### config.mk
export PLATFORM = sky130hd
export DESIGN_NAME = itx_core
export DESIGN_NICKNAME = d
export VERILOG_FILES = /design/src/logic/itx_pkg.sv /design/src/logic/itx_skip_eval.sv /design/src/logic/itx_core.sv
export SDC_FILE = /design/constraint.sdc
export NUM_CORES = 1
export LEC_CHECK = 0
export BUFFER_PORTS_ARGS = -buffer_cell sky130_fd_sc_hd__buf_4
export CORE_ASPECT_RATIO = 1.4
export CORE_UTILIZATION = 46
export CTS_CLUSTER_SIZE = 10
export DETAILED_ROUTE_END_ITERATION = 16
export HOLD_SLACK_MARGIN = 0.08
export PLACE_DENSITY = 0.84
export RECOVER_POWER = 100
export SKIP_LAST_GASP = 1
export SYNTH_ARGS = -nofsm -noshare
export SYNTH_HDL_FRONTEND = slang
export SYNTH_SLANG_ARGS = --single-unit
### constraint.sdc
create_clock -name ref_clk -period 2.3 [get_ports ref_clk]
set_input_delay 0.46 -clock ref_clk [delete_from_list [all_inputs] [get_ports ref_clk]]
set_output_delay 0.46 -clock ref_clk [all_outputs]
set_load 0.01 [all_outputs]
### src/logic/itx_pkg.sv
package itx_pkg;
    localparam int INSN_W = 10;
    localparam int NIB_W = 4;
    localparam int BYTE_W = 8;

    // Instruction codes of the group
    localparam logic [9:0] OP_IRQ_OFF = 10'h004;
    localparam logic [9:0] OP_IRQ_ON = 10'h005;
    localparam logic [9:0] OP_SKIP_EXT0 = 10'h038;
    localparam logic [9:0] OP_SKIP_EXT1 = 10'h039;
    localparam logic [9:0] OP_SKIP_PIN0 = 10'h03A;
    localparam logic [9:0] OP_SKIP_PIN1 = 10'h03B;
    localparam logic [9:0] OP_RD_ICTL1 = 10'h054;
    localparam logic [9:0] OP_WR_ICTL1 = 10'h03F;
    localparam logic [9:0] OP_RD_ICTL2 = 10'h055;
    localparam logic [9:0] OP_WR_ICTL2 = 10'h03E;
    localparam logic [9:0] OP_RD_ECFG0 = 10'h253;
    localparam logic [9:0] OP_WR_ECFG0 = 10'h217;
    localparam logic [9:0] OP_RD_ECFG1 = 10'h254;
    localparam logic [9:0] OP_WR_ECFG1 = 10'h218;
    localparam logic [9:0] OP_WR_PORTCTL = 10'h2AA;
    localparam logic [9:0] OP_RD_TCTL1 = 10'h24B;
    localparam logic [9:0] OP_WR_TCTL1 = 10'h20E;
    localparam logic [9:0] OP_RD_TCTL2 = 10'h24C;
    localparam logic [9:0] OP_WR_TCTL2 = 10'h20F;
    localparam logic [9:0] OP_RD_TCTL3 = 10'h24D;
    localparam logic [9:0] OP_WR_TCTL3 = 10'h210;
    localparam logic [9:0] OP_RD_TCTL4 = 10'h24E;
    localparam logic [9:0] OP_WR_TCTL4 = 10'h211;
    localparam logic [9:0] OP_RD_TCTL5 = 10'h24F;
    localparam logic [9:0] OP_WR_TCTL5 = 10'h212;
    localparam logic [9:0] OP_RD_TCTL6 = 10'h250;
    localparam logic [9:0] OP_WR_TCTL6 = 10'h213;
    localparam logic [9:0] OP_RD_PRESC = 10'h275;
    localparam logic [9:0] OP_WR_PRESC = 10'h235;
    localparam logic [9:0] OP_RD_TMR1 = 10'h270;
    localparam logic [9:0] OP_LD_TMR1 = 10'h230;
    localparam logic [9:0] OP_RD_TMR2 = 10'h271;
    localparam logic [9:0] OP_LD_TMR2 = 10'h231;
    localparam logic [9:0] OP_RD_TMR3 = 10'h272;
    localparam logic [9:0] OP_LD_TMR3 = 10'h232;
    localparam logic [9:0] OP_RD_TMR4 = 10'h273;
    localparam logic [9:0] OP_LD_TMR4 = 10'h233;
    localparam logic [9:0] OP_LD_T4_HI_RLD = 10'h237;
    localparam logic [9:0] OP_LD_T1_RLD = 10'h23F;
    localparam logic [9:0] OP_LD_T3_RLD = 10'h23B;
    localparam logic [9:0] OP_COPY_LO_T4 = 10'h297;

    // Field positions
    localparam int EXT0_MASK_POS = 0;
    localparam int EXT1_MASK_POS = 1;
    localparam int EXT_POL_POS = 2;

    // Values after reset
    localparam logic [3:0] NIB_RST = 4'h0;
    localparam logic [7:0] BYTE_RST = 8'h00;
    localparam logic IRQ_MASTER_RST = 1'b0;
endpackage

### src/logic/itx_skip_eval.sv
`timescale 1ns/1ns
// Combinational skip decision for the four skip tests of the group.
module itx_skip_eval
    import itx_pkg::*;
(
    input wire logic [INSN_W-1:0] insn,
    input wire logic insn_valid,
    input wire logic [NIB_W-1:0] irq_ctl_one,
    input wire logic [NIB_W-1:0] ext0_cfg_reg,
    input wire logic [NIB_W-1:0] ext1_cfg_reg,
    input wire logic ext0_req_flag,
    input wire logic ext1_req_flag,
    input wire logic ext_pin_zero,
    input wire logic ext_pin_one,
    output logic skip_take,
    output logic ext0_clr,
    output logic ext1_clr
);
    logic ext0_mask_bit;
    logic ext1_mask_bit;
    logic ext0_pol_bit;
    logic ext1_pol_bit;

    assign ext0_mask_bit = irq_ctl_one[EXT0_MASK_POS];
    assign ext1_mask_bit = irq_ctl_one[EXT1_MASK_POS];
    assign ext0_pol_bit = ext0_cfg_reg[EXT_POL_POS];
    assign ext1_pol_bit = ext1_cfg_reg[EXT_POL_POS];

    always_comb begin
        skip_take = 1'b0;
        ext0_clr = 1'b0;
        ext1_clr = 1'b0;
        if (insn_valid) begin
            if (insn == OP_SKIP_EXT0) begin
                // A set mask turns the test into a no-operation
                ext0_clr = !ext0_mask_bit && ext0_req_flag;
                skip_take = ext0_clr;
            end else if (insn == OP_SKIP_EXT1) begin
                ext1_clr = !ext1_mask_bit && ext1_req_flag;
                skip_take = ext1_clr;
            end else if (insn == OP_SKIP_PIN0) begin
                skip_take = (ext_pin_zero == ext0_pol_bit);
            end else if (insn == OP_SKIP_PIN1) begin
                skip_take = (ext_pin_one == ext1_pol_bit);
            end
        end
    end
endmodule

### src/logic/itx_core.sv
`timescale 1ns/1ns
module itx_core
    import itx_pkg::*;
(
    input wire logic ref_clk,
    input wire logic rst,
    input wire logic [INSN_W-1:0] insn,
    input wire logic insn_valid,
    input wire logic [NIB_W-1:0] acc_lo,
    input wire logic [NIB_W-1:0] acc_hi,
    input wire logic ext0_req_set,
    input wire logic ext1_req_set,
    input wire logic ext_pin_zero,
    input wire logic ext_pin_one,
    input wire logic [BYTE_W-1:0] presc_now,
    input wire logic [BYTE_W-1:0] tmr_one_now,
    input wire logic [BYTE_W-1:0] tmr_two_now,
    input wire logic [BYTE_W-1:0] tmr_three_now,
    input wire logic [BYTE_W-1:0] tmr_four_now,
    output logic irq_master_flag,
    output logic ext0_req_flag,
    output logic ext1_req_flag,
    output logic skip_next,
    output logic lo_wr,
    output logic [NIB_W-1:0] lo_data,
    output logic hi_wr,
    output logic [NIB_W-1:0] hi_data,
    output logic [NIB_W-1:0] irq_ctl_one,
    output logic [NIB_W-1:0] irq_ctl_two,
    output logic [NIB_W-1:0] ext0_cfg_reg,
    output logic [NIB_W-1:0] ext1_cfg_reg,
    output logic tmr_port_ctl,
    output logic [NIB_W-1:0] tmr_ctl_one,
    output logic [NIB_W-1:0] tmr_ctl_two,
    output logic [NIB_W-1:0] tmr_ctl_three,
    output logic [NIB_W-1:0] tmr_ctl_four,
    output logic [NIB_W-1:0] tmr_ctl_five,
    output logic [NIB_W-1:0] tmr_ctl_six,
    output logic [BYTE_W-1:0] prescale_reload,
    output logic [BYTE_W-1:0] tmr_one_reload,
    output logic [BYTE_W-1:0] tmr_two_reload,
    output logic [BYTE_W-1:0] tmr_three_reload,
    output logic [BYTE_W-1:0] tmr_four_reload_lo,
    output logic [BYTE_W-1:0] tmr_four_reload_hi,
    output logic presc_ld,
    output logic tmr_one_ld,
    output logic tmr_two_ld,
    output logic tmr_three_ld,
    output logic tmr_four_ld,
    output logic [BYTE_W-1:0] cnt_ld_val
);
    logic skip_take;
    logic ext0_clr;
    logic ext1_clr;
    logic [BYTE_W-1:0] pair;
    logic go;
    logic presc_wr_hit;
    logic t4_copy_hit;

    // Exact match on all ten bits so codes of other groups never alias in
    function automatic logic hit(input logic [INSN_W-1:0] w, input logic [INSN_W-1:0] op);
        hit = (w == op);
    endfunction

    assign pair = {acc_hi, acc_lo};
    assign go = insn_valid;
    assign presc_wr_hit = go && hit(insn, OP_WR_PRESC);
    assign t4_copy_hit = go && hit(insn, OP_COPY_LO_T4);

    // Nibble pairing and the exact ten-bit match leave no room for other widths
    if (BYTE_W != 2 * NIB_W) begin : g_byte_w_chk
        $error("byte width must be two nibbles");
    end
    if (INSN_W != 10) begin : g_insn_w_chk
        $error("instruction word must be ten bits");
    end
    // Mask and polarity positions must fall inside a control nibble
    if (EXT0_MASK_POS >= NIB_W) begin : g_mask0_chk
        $error("external-0 mask position outside the nibble");
    end
    if (EXT1_MASK_POS >= NIB_W) begin : g_mask1_chk
        $error("external-1 mask position outside the nibble");
    end
    if (EXT_POL_POS >= NIB_W) begin : g_pol_chk
        $error("polarity position outside the nibble");
    end

    itx_skip_eval u_skip (
        .insn(insn),
        .insn_valid(insn_valid),
        .irq_ctl_one(irq_ctl_one),
        .ext0_cfg_reg(ext0_cfg_reg),
        .ext1_cfg_reg(ext1_cfg_reg),
        .ext0_req_flag(ext0_req_flag),
        .ext1_req_flag(ext1_req_flag),
        .ext_pin_zero(ext_pin_zero),
        .ext_pin_one(ext_pin_one),
        .skip_take(skip_take),
        .ext0_clr(ext0_clr),
        .ext1_clr(ext1_clr)
    );

    always_ff @(posedge ref_clk) begin
        if (rst) begin
            irq_master_flag <= IRQ_MASTER_RST;
        end else if (go && hit(insn, OP_IRQ_OFF)) begin
            irq_master_flag <= 1'b0;
        end else if (go && hit(insn, OP_IRQ_ON)) begin
            irq_master_flag <= 1'b1;
        end
    end

    // A request arriving in the clearing cycle wins so no edge is lost
    always_ff @(posedge ref_clk) begin
        if (rst) begin
            ext0_req_flag <= 1'b0;
            ext1_req_flag <= 1'b0;
        end else begin
            if (ext0_req_set) begin
                ext0_req_flag <= 1'b1;
            end else if (ext0_clr) begin
                ext0_req_flag <= 1'b0;
            end
            if (ext1_req_set) begin
                ext1_req_flag <= 1'b1;
            end else if (ext1_clr) begin
                ext1_req_flag <= 1'b0;
            end
        end
    end

    always_ff @(posedge ref_clk) begin
        if (rst) begin
            skip_next <= 1'b0;
        end else begin
            // Registered so the sequencer drops the next word one cycle later
            skip_next <= skip_take;
        end
    end

    // Data nibble results, one cycle after the instruction
    always_ff @(posedge ref_clk) begin
        if (rst) begin
            lo_wr <= 1'b0;
            hi_wr <= 1'b0;
            lo_data <= NIB_RST;
            hi_data <= NIB_RST;
        end else begin
            lo_wr <= 1'b0;
            hi_wr <= 1'b0;
            if (go) begin
                if (hit(insn, OP_RD_ICTL1)) begin
                    lo_wr <= 1'b1;
                    lo_data <= irq_ctl_one;
                end else if (hit(insn, OP_RD_ICTL2)) begin
                    lo_wr <= 1'b1;
                    lo_data <= irq_ctl_two;
                end else if (hit(insn, OP_RD_ECFG0)) begin
                    lo_wr <= 1'b1;
                    lo_data <= ext0_cfg_reg;
                end else if (hit(insn, OP_RD_ECFG1)) begin
                    lo_wr <= 1'b1;
                    lo_data <= ext1_cfg_reg;
                end else if (hit(insn, OP_RD_TCTL1)) begin
                    lo_wr <= 1'b1;
                    lo_data <= tmr_ctl_one;
                end else if (hit(insn, OP_RD_TCTL2)) begin
                    lo_wr <= 1'b1;
                    lo_data <= tmr_ctl_two;
                end else if (hit(insn, OP_RD_TCTL3)) begin
                    lo_wr <= 1'b1;
                    lo_data <= tmr_ctl_three;
                end else if (hit(insn, OP_RD_TCTL4)) begin
                    lo_wr <= 1'b1;
                    lo_data <= tmr_ctl_four;
                end else if (hit(insn, OP_RD_TCTL5)) begin
                    lo_wr <= 1'b1;
                    lo_data <= tmr_ctl_five;
                end else if (hit(insn, OP_RD_TCTL6)) begin
                    lo_wr <= 1'b1;
                    lo_data <= tmr_ctl_six;
                end else if (hit(insn, OP_RD_PRESC)) begin
                    lo_wr <= 1'b1;
                    hi_wr <= 1'b1;
                    {hi_data, lo_data} <= presc_now;
                end else if (hit(insn, OP_RD_TMR1)) begin
                    lo_wr <= 1'b1;
                    hi_wr <= 1'b1;
                    {hi_data, lo_data} <= tmr_one_now;
                end else if (hit(insn, OP_RD_TMR2)) begin
                    lo_wr <= 1'b1;
                    hi_wr <= 1'b1;
                    {hi_data, lo_data} <= tmr_two_now;
                end else if (hit(insn, OP_RD_TMR3)) begin
                    lo_wr <= 1'b1;
                    hi_wr <= 1'b1;
                    {hi_data, lo_data} <= tmr_three_now;
                end else if (hit(insn, OP_RD_TMR4)) begin
                    lo_wr <= 1'b1;
                    hi_wr <= 1'b1;
                    {hi_data, lo_data} <= tmr_four_now;
                end
            end
        end
    end

    // Nibble control registers
    always_ff @(posedge ref_clk) begin
        if (rst) begin
            irq_ctl_one <= NIB_RST;
            irq_ctl_two <= NIB_RST;
            ext0_cfg_reg <= NIB_RST;
            ext1_cfg_reg <= NIB_RST;
            tmr_port_ctl <= 1'b0;
        end else if (go) begin
            if (hit(insn, OP_WR_ICTL1)) begin
                irq_ctl_one <= acc_lo;
            end
            if (hit(insn, OP_WR_ICTL2)) begin
                irq_ctl_two <= acc_lo;
            end
            if (hit(insn, OP_WR_ECFG0)) begin
                ext0_cfg_reg <= acc_lo;
            end
            if (hit(insn, OP_WR_ECFG1)) begin
                ext1_cfg_reg <= acc_lo;
            end
            // Only bit 0 is implemented; there is no read path for it
            if (hit(insn, OP_WR_PORTCTL)) begin
                tmr_port_ctl <= acc_lo[0];
            end
        end
    end

    always_ff @(posedge ref_clk) begin
        if (rst) begin
            tmr_ctl_one <= NIB_RST;
            tmr_ctl_two <= NIB_RST;
            tmr_ctl_three <= NIB_RST;
            tmr_ctl_four <= NIB_RST;
            tmr_ctl_five <= NIB_RST;
            tmr_ctl_six <= NIB_RST;
        end else if (go) begin
            if (hit(insn, OP_WR_TCTL1)) begin
                tmr_ctl_one <= acc_lo;
            end
            if (hit(insn, OP_WR_TCTL2)) begin
                tmr_ctl_two <= acc_lo;
            end
            if (hit(insn, OP_WR_TCTL3)) begin
                tmr_ctl_three <= acc_lo;
            end
            if (hit(insn, OP_WR_TCTL4)) begin
                tmr_ctl_four <= acc_lo;
            end
            if (hit(insn, OP_WR_TCTL5)) begin
                tmr_ctl_five <= acc_lo;
            end
            if (hit(insn, OP_WR_TCTL6)) begin
                tmr_ctl_six <= acc_lo;
            end
        end
    end

    // Reload registers
    always_ff @(posedge ref_clk) begin
        if (rst) begin
            prescale_reload <= BYTE_RST;
            tmr_one_reload <= BYTE_RST;
            tmr_two_reload <= BYTE_RST;
            tmr_three_reload <= BYTE_RST;
            tmr_four_reload_lo <= BYTE_RST;
            tmr_four_reload_hi <= BYTE_RST;
        end else if (go) begin
            if (hit(insn, OP_WR_PRESC)) begin
                prescale_reload <= pair;
            end
            if (hit(insn, OP_LD_TMR1)) begin
                tmr_one_reload <= pair;
            end
            if (hit(insn, OP_LD_T1_RLD)) begin
                tmr_one_reload <= pair;
            end
            if (hit(insn, OP_LD_TMR2)) begin
                tmr_two_reload <= pair;
            end
            if (hit(insn, OP_LD_TMR3)) begin
                tmr_three_reload <= pair;
            end
            if (hit(insn, OP_LD_T3_RLD)) begin
                tmr_three_reload <= pair;
            end
            if (hit(insn, OP_LD_TMR4)) begin
                tmr_four_reload_lo <= pair;
            end
            if (hit(insn, OP_LD_T4_HI_RLD)) begin
                tmr_four_reload_hi <= pair;
            end
        end
    end

    // Count load strobes to the timer counters; reload-only ops raise none
    always_ff @(posedge ref_clk) begin
        if (rst) begin
            presc_ld <= 1'b0;
            tmr_one_ld <= 1'b0;
            tmr_two_ld <= 1'b0;
            tmr_three_ld <= 1'b0;
            tmr_four_ld <= 1'b0;
            cnt_ld_val <= BYTE_RST;
        end else begin
            presc_ld <= presc_wr_hit;
            tmr_one_ld <= go && hit(insn, OP_LD_TMR1);
            tmr_two_ld <= go && hit(insn, OP_LD_TMR2);
            tmr_three_ld <= go && hit(insn, OP_LD_TMR3);
            tmr_four_ld <= (go && hit(insn, OP_LD_TMR4)) || t4_copy_hit;
            if (t4_copy_hit) begin
                cnt_ld_val <= tmr_four_reload_lo;
            end else if (go) begin
                cnt_ld_val <= pair;
            end
        end
    end
endmodule

==> metrics.yaml, run 1 <==
status: "finished clean"
worst_path_dominant_cell_family: "simple AND/OR/NAND/NOR gates"
critical_path_arrival_ns: 2.40
drc_errors: 0
ys_seq_elements: 116
setup_viol: 0
grt_max_degree: 61
synth_top_cells_by_count: "sky130_fd_sc_hd__dfxtp_1 (116), sky130_fd_sc_hd__nor2_1 (103), sky130_fd_sc_hd__mux2i_1 (82)"
cts-root-buf: "sky130_fd_sc_hd__clkbuf_16"
critPathLaunchType: "input port"
final_area_mm2: 0.00759
holdCritStartpoint: "ext1_req_set"
fp.dieW_um: 94.7
timing.critical_path.cells: "clkbuf_4, clkbuf_1, nor3b_1, nand2_1, nor2_1, nand3_1, clkbuf_1, mux2i_1, nor2_1"
regToRegStartpoint: "tmr_ctl_one[2]$_SDFFE_PP0P_"
crit-reg2reg-capture: "lo_data[2]$_SDFFE_PP0P_"
leakage_power_figure_nw: 3.22
postRouteAntennaNets: 0
die_span_in_y_um: 132
cts_tree: "done"
grt_setup_unrepaired: "no"
pwr-share-clk_pct: 51.5
slowest_cell_on_crit_path: "sky130_fd_sc_hd__nor2_1"
clk_path_buf_depth: 2
worst_ir_drop_vdd_uv: 514
reg2reg_setup_slack_ns: 0.44
post-route-min-period_ns: 2.12
netlist_top_cells_area: "sky130_fd_sc_hd__dfxtp_1 (42%), sky130_fd_sc_hd__mux2i_1 (15%), sky130_fd_sc_hd__nor2_1 (7.0%)"
synthesis.area_per_instance_um2: 8.76
portion_of_the_clock_cycle_consumed_by_the_worst_path_in_the_final_layout_pct: 92.1
crit_path_end_kind: "register"
worst-slew-pin-transition_ns: 0.626
io-pin-count: 181
grt_first_pass_wirelength_um: 30600
count_of_different_cell_masters_after_synthesis: 69
syn-num-nets: 696
routed_wirelength_um: 20100
critical_path.max_fanout: 9
critical-path-max-stage-delay_ns: 0.39
internal_power_component_mw: 3.81
gr-usage-all-layers_pct: 32.5
slew_viol_final: 0
power_switching_share_pct: 24.7
relative_max_transition_margin_pct: 58.3
dr.pass1.iters: 5
vias: 5903
power_density_mw_per_mm2: 666
timing.setup.critical_path_class: "in -> reg"
effective_utilization_at_floorplan_pct: 47.0
finalNetCount: 932
place.detailed.hpwl_um: 14800
tritoncts_num_sinks: 116
core-area_mm2: 0.0118
postLayoutSetupSlackWorst_ns: 0.182
placement_rows: 47
detail_route.wl_per_cell_um: 19.6
number_of_drc_markers_in_iteration_0: 353
gr-total-overflow: 0
critical_path_buffer_and_inverter_count: 3
ys.flop_type: "sky130_fd_sc_hd__dfxtp_1"
worst_r2r_path_depth: 7
clock_latency_ns: 0.41
setup_total_negative_slack_ns: 0
yosysSeqAreaShare_pct: 42.0
worst-endpoint-required_ns: 2.59
design.die.area_mm2: 0.0125
sequentialPowerShare_pct: 40.2
worstHoldPathCells: 3
total_design_power_mw: 5.05
synth_most_common_cell: "sky130_fd_sc_hd__dfxtp_1"
final-hold-violation-count: 0
cts_setup_buffers: 0
synth_cells: 631
p_switching_mw: 1.25
synth_area_mm2: 0.00553
htreeDepth: 4
max_cap_violation_count: 0
viasPerCell: 5.75
post_cts_resize_count: 0
synth-edff-count: 0
place_worst_setup_slack_ns: -0.0405
area.growth.synth_to_final_pct: 37.3
min_path_type: "in -> reg"
first_global_vias: 5798
synth_warnings: 0
antenna_cells_inserted: 0
comb_power_share_pct: 8.3
cts_buffers: 17
clk_transition_reported_paths_ns: 0.06
netlist.top_cell.by_area: "sky130_fd_sc_hd__dfxtp_1"
worstHoldEndpoint: "ext1_req_flag$_SDFFE_PP0P_"
placed_cell_area_mm2: 0.00751
asyncSetResetFlopFracSynth_pct: 0
number_of_antenna_violations_at_the_first_check_in_global_routing: 0
synth.top_cell.area_share_pct: 42.0
num-fill-cells: 1102
fin_skew_ns: 0.0108
drive_gt1_share_pct: 20.8
port_buffers: 180
routabilityCongestion: 1.01
launch_point_of_the_worst_path: "insn[6]"
cts_hold_buf: 0
max_freq_mhz: 472
per-layer routing:
layer / track usage [%] / part of all wire [%] / vias up
met3: 7.29 / 6.7 / 65
met5: 0 / 0 / -
met1: 36.6 / 37 / 2802
met2: 55.3 / 51 / 289
met4: 18.1 / 4.7 / 0
li1: - / - / 2747
power by group through the flow:
stage                     Combinational [mW]  Sequential, mW  Clock (mW)
after floorplan                        0.182            2.08           0
after global placement                 0.422            2.07           0
after detailed placement               0.422            2.08           0
after CTS                              0.426            2.03        2.64
after global routing                   0.443            2.03        2.71
final                                  0.418            2.03        2.60
tightest hold or removal path: cells and delay by family:
family,cells,cell delay [ns]
buffers and inverters,1,0.08
AND/OR/NAND/NOR,1,0.07
AO/OA/AOI/OAI,1,0.03
through the flow:
stage	cells	util [%]	hold slack [ns]
final	1027	64.5	0.255
after global routing	1027	64.5	0.265
after CTS	1027	68.8	0.247
after detailed placement	995	63.8	0.451
after global placement	995	63.8	0.444
after floorplan	631	-	0.481
worst max path at each step:
| stage | cells past startpoint | slack (ns) | endpoint |
|---|---|---|---|
| finish | 9 | 0.18 | tmr_two_reload[7]$_SDFFE_PP0P_ |
| global route | 9 | 0.14 | tmr_two_reload[5]$_SDFFE_PP0P_ |
| CTS | 9 | 0.39 | prescale_reload[7]$_SDFFE_PP0P_ |
| detailed placement | 8 | -0.04 | hi_data[1]$_SDFFE_PP0P_ |
| global placement | 9 | -0.01 | lo_data[0]$_SDFFE_PP0P_ |
| floorplan | 7 | 0.1 | hi_data[0]$_SDFFE_PP0P_ |
layout make-up:
type | instances | area [um2] | share of cell area [%]
Clock buffer | 18 | 429 | 5.65
Clock inverter | 14 | 153 | 2.01
Inverter | 7 | 26.3 | 0.346
Multi-Input combinational cell | 460 | 2960 | 38.9
Sequential cell | 116 | 2320 | 30.6
Tap cell | 147 | 184 | 2.42
Timing Repair Buffer | 265 | 1520 | 20.0
placed cells by master, fill, tap and decap left out, drive strengths merged, types with 3 or more instances in the layout:
cell,n
o21ai,20
nand3b,7
nand2,40
and4,3
or4,4
nor2b,10
nor3b,3
mux2i,82
o211ai,3
nor2,105
nand4,14
clkinv,8
a211oi,20
nor3,7
a21oi,36
o2111ai,4
inv,10
and2,5
dfxtp,116
o22ai,9
nor4bb,3
nor4,5
buf,135
clkbuf,148
nand3,39
logic make-up after synthesis:
logic type | count (synthesis) | synth area share (%)
AOI/OAI and AO/OA | 112 | 13.4
muxes | 83 | 15.0
DFF | 116 | 42.0
buffers and inverters | 55 | 4.23
xor gates and xnor gates | 3 | 0.475
and+or+nand+nor | 262 | 24.9
No activity file was read; power rests on OpenSTA's default activity.
==> run 2, diff against run 1 <==
==> constraint.sdc (replaced) <==
create_clock -name ref_clk -period 1.85 [get_ports ref_clk]
set_input_delay 0.37 -clock ref_clk [delete_from_list [all_inputs] [get_ports ref_clk]]
set_output_delay 0.37 -clock ref_clk [all_outputs]
set_load 0.01 [all_outputs]
==> run 2 against run 1 <==
Against the previous run:
- clock skew decreased by 0.0038 ns
- count of clock-buffer cells in the layout did not move
- first-iteration DRC count increased by 34%
- sequential power grew 25%
- sequential share of layout area decreased by 1.7 points
- combinational power grew 37%
- cell area rose by 6.0%
- non-clock buffer count up 32
==> metrics.yaml, run 2 (same netlist as run 1, synthesis figures left out) <==
grt_setup_unrepaired: "yes"
critical_path_arrival_ns: 2.18  # -0.22 ns
final-hold-violation-count: 0  # unchanged
clock_latency_ns: 0.42  # about the same
status: "finished clean"
cts-root-buf: "sky130_fd_sc_hd__clkbuf_16"
slew_viol_final: 0  # unchanged
detail_route.wl_per_cell_um: 19.5  # -0.19%
power_density_mw_per_mm2: 864  # +30%
launch_point_of_the_worst_path: "insn[5]"
first_global_vias: 5970  # +3.0%
postRouteAntennaNets: 0  # unchanged
cts_hold_buf: 0  # unchanged
place.detailed.hpwl_um: 15000  # +1.3%
clk_transition_reported_paths_ns: 0.06  # about the same
worst_r2r_path_depth: 6  # -1
routabilityCongestion: 1.02  # +0.62%
portion_of_the_clock_cycle_consumed_by_the_worst_path_in_the_final_layout_pct: 99.5
most_frequent_standard_cell_in_the_layout_excluding_fill_and_tap_cells: "sky130_fd_sc_hd__buf_4"
layout_common_cells: "sky130_fd_sc_hd__buf_4 (156), sky130_fd_sc_hd__clkbuf_1 (123), sky130_fd_sc_hd__dfxtp_1 (116)"
gr-total-overflow: 0  # unchanged
met2_wl_post_dr_um: 10200  # -1.6%
crit-reg2reg-capture: "lo_data[2]$_SDFFE_PP0P_"
setup_viol: 0  # unchanged
cts_buffers: 17  # unchanged
worst-slew-pin-transition_ns: 0.595  # -0.0311 ns
fin_cells: 1060  # +3.2%
fin_skew_ns: 0.00697  # -0.00384 ns
crit_path_end: "lo_data[3]$_SDFFE_PP0P_"
area.growth.synth_to_final_pct: 45.5
number_of_drc_markers_in_iteration_0: 474  # +34%
regToRegStartpoint: "tmr_ctl_one[2]$_SDFFE_PP0P_"
post-place-cells: 1025  # +3.0%
tritoncts_num_sinks: 116  # unchanged
critPathLaunchType: "input port"
reg2reg_setup_slack_ns: 0.11  # -0.33 ns
relative_max_transition_margin_pct: 60.3  # +2.0 points
number_of_antenna_violations_at_the_first_check_in_global_routing: 0  # unchanged
wl_met1_um: 7470  # +0.11%
dr.pass1.iters: 7  # +2
crit_path_end_kind: "register"
met3WireLength_um: 1660  # +23%
post-route-min-period_ns: 1.84
final_core_util_pct: 68.4  # +3.9 points
grt_first_pass_wirelength_um: 31600  # +3.3%
die_span_in_y_um: 132  # unchanged
top_layer: "met4"
gr-usage-all-layers_pct: 33.5  # +1.0 points
vias: 6169  # +4.5%
port_buffers: 180  # unchanged
fp.dieW_um: 94.7  # unchanged
core-area_mm2: 0.0118  # unchanged
antenna_cells_inserted: 0  # unchanged
leakage_power_figure_nw: 3.48  # +8.2%
critical_path.max_fanout: 6  # -3
drc_errors: 0  # unchanged
max_cap_violation_count: 0  # unchanged
effective_utilization_at_floorplan_pct: 47.0  # unchanged
htreeDepth: 4  # unchanged
routed_wirelength_um: 20700  # +3.0%
max_freq_mhz: 543
drive_gt1_share_pct: 25.2  # +4.4 points
design.die.area_mm2: 0.0125  # unchanged
io-pin-count: 181  # unchanged
finalNetCount: 965  # +3.5%
viasPerCell: 5.82  # +1.3%
clk_path_buf_depth: 2  # unchanged
min_path_type: "in -> reg"
cts_tree: "done"
timing.setup.critical_path_class: "in -> reg"
worst-endpoint-required_ns: 2.19  # -0.40 ns
grt_max_degree: 94  # +54%
placement_rows: 47  # unchanged
worst_ir_drop_vdd_uv: 640  # +25%
## run 2: layout make-up
cell class / count / area [um2]
Tap cell: 147 / 184
Timing Repair Buffer: 297 / 1820
Clock inverter: 14 / 244
Clock buffer: 18 / 439
Inverter: 7 / 26.3
Fill cell: 1069 / 3710
Sequential cell: 116 / 2320
Multi-Input combinational cell: 461 / 3010
## run 2: worst min path at each step
stage,depth (start not counted),start,endpoint
after global placement,2,prescale_reload[0]$_SDFFE_PP0P_,prescale_reload[0]$_SDFFE_PP0P_
final,3,ext0_req_set,ext0_req_flag$_SDFFE_PP0P_
after detailed placement,2,prescale_reload[0]$_SDFFE_PP0P_,prescale_reload[0]$_SDFFE_PP0P_
after floorplan,2,prescale_reload[0]$_SDFFE_PP0P_,prescale_reload[0]$_SDFFE_PP0P_
after global routing,3,ext0_req_set,ext0_req_flag$_SDFFE_PP0P_
after CTS,3,ext1_req_set,ext1_req_flag$_SDFFE_PP0P_
## run 2: critical path, stage by stage
cell and delay [ns]:
sky130_fd_sc_hd__buf_4 0.11, sky130_fd_sc_hd__buf_4 0.15, sky130_fd_sc_hd__or2_4 0.25, sky130_fd_sc_hd__or4_4 0.48, sky130_fd_sc_hd__nand4_1 0.11, sky130_fd_sc_hd__o21ai_2 0.08, sky130_fd_sc_hd__or4_1 0.48, sky130_fd_sc_hd__o21ai_1 0.15
## run 2: layer usage
metal | track usage [%] | vias up
li1 | - | 2832
met1 | 37.0 | 2859
met3 | 8.39 | 104
met5 | 0 | -
met2 | 56.4 | 374
met4 | 20.5 | 0
## run 2: metrics by stage
stage / hold WS [ns] / power (mW) / setup slack, ns / TNS [ns] / area (um2)
2_1_floorplan: 0.481 / 2.82 / -0.140 / -0.461 / 5590
6_report: 0.177 / 6.95 / 0.00918 / 0 / 8050
5_1_grt: 0.179 / 7.12 / -0.0241 / -0.0639 / 8050
3_3_place_gp: 0.444 / 3.15 / -0.415 / -14.13 / 7820
4_1_cts: 0.166 / 6.97 / -0.0191 / -0.0191 / 8500
3_5_place_dp: 0.447 / 3.15 / -0.449 / -16.43 / 7820
## run 2: report_power, final
part           internal [mW]  total (mW)  leakage (nW)  switching [mW]
registers               2.52        2.53         0.937          0.0103
logic                  0.258       0.574          2.22           0.316
clock network           2.58        3.85         0.328            1.27
total                   5.35        6.95          3.48            1.60
## run 2: what timing repair did
action                                  4_1_cts  5_1_grt
gates cloned                                  0        1
pin swaps                                     3       12
endpoints found under the setup margin        1        9
buffers inserted                              0        3
gates resized for setup                       0        7
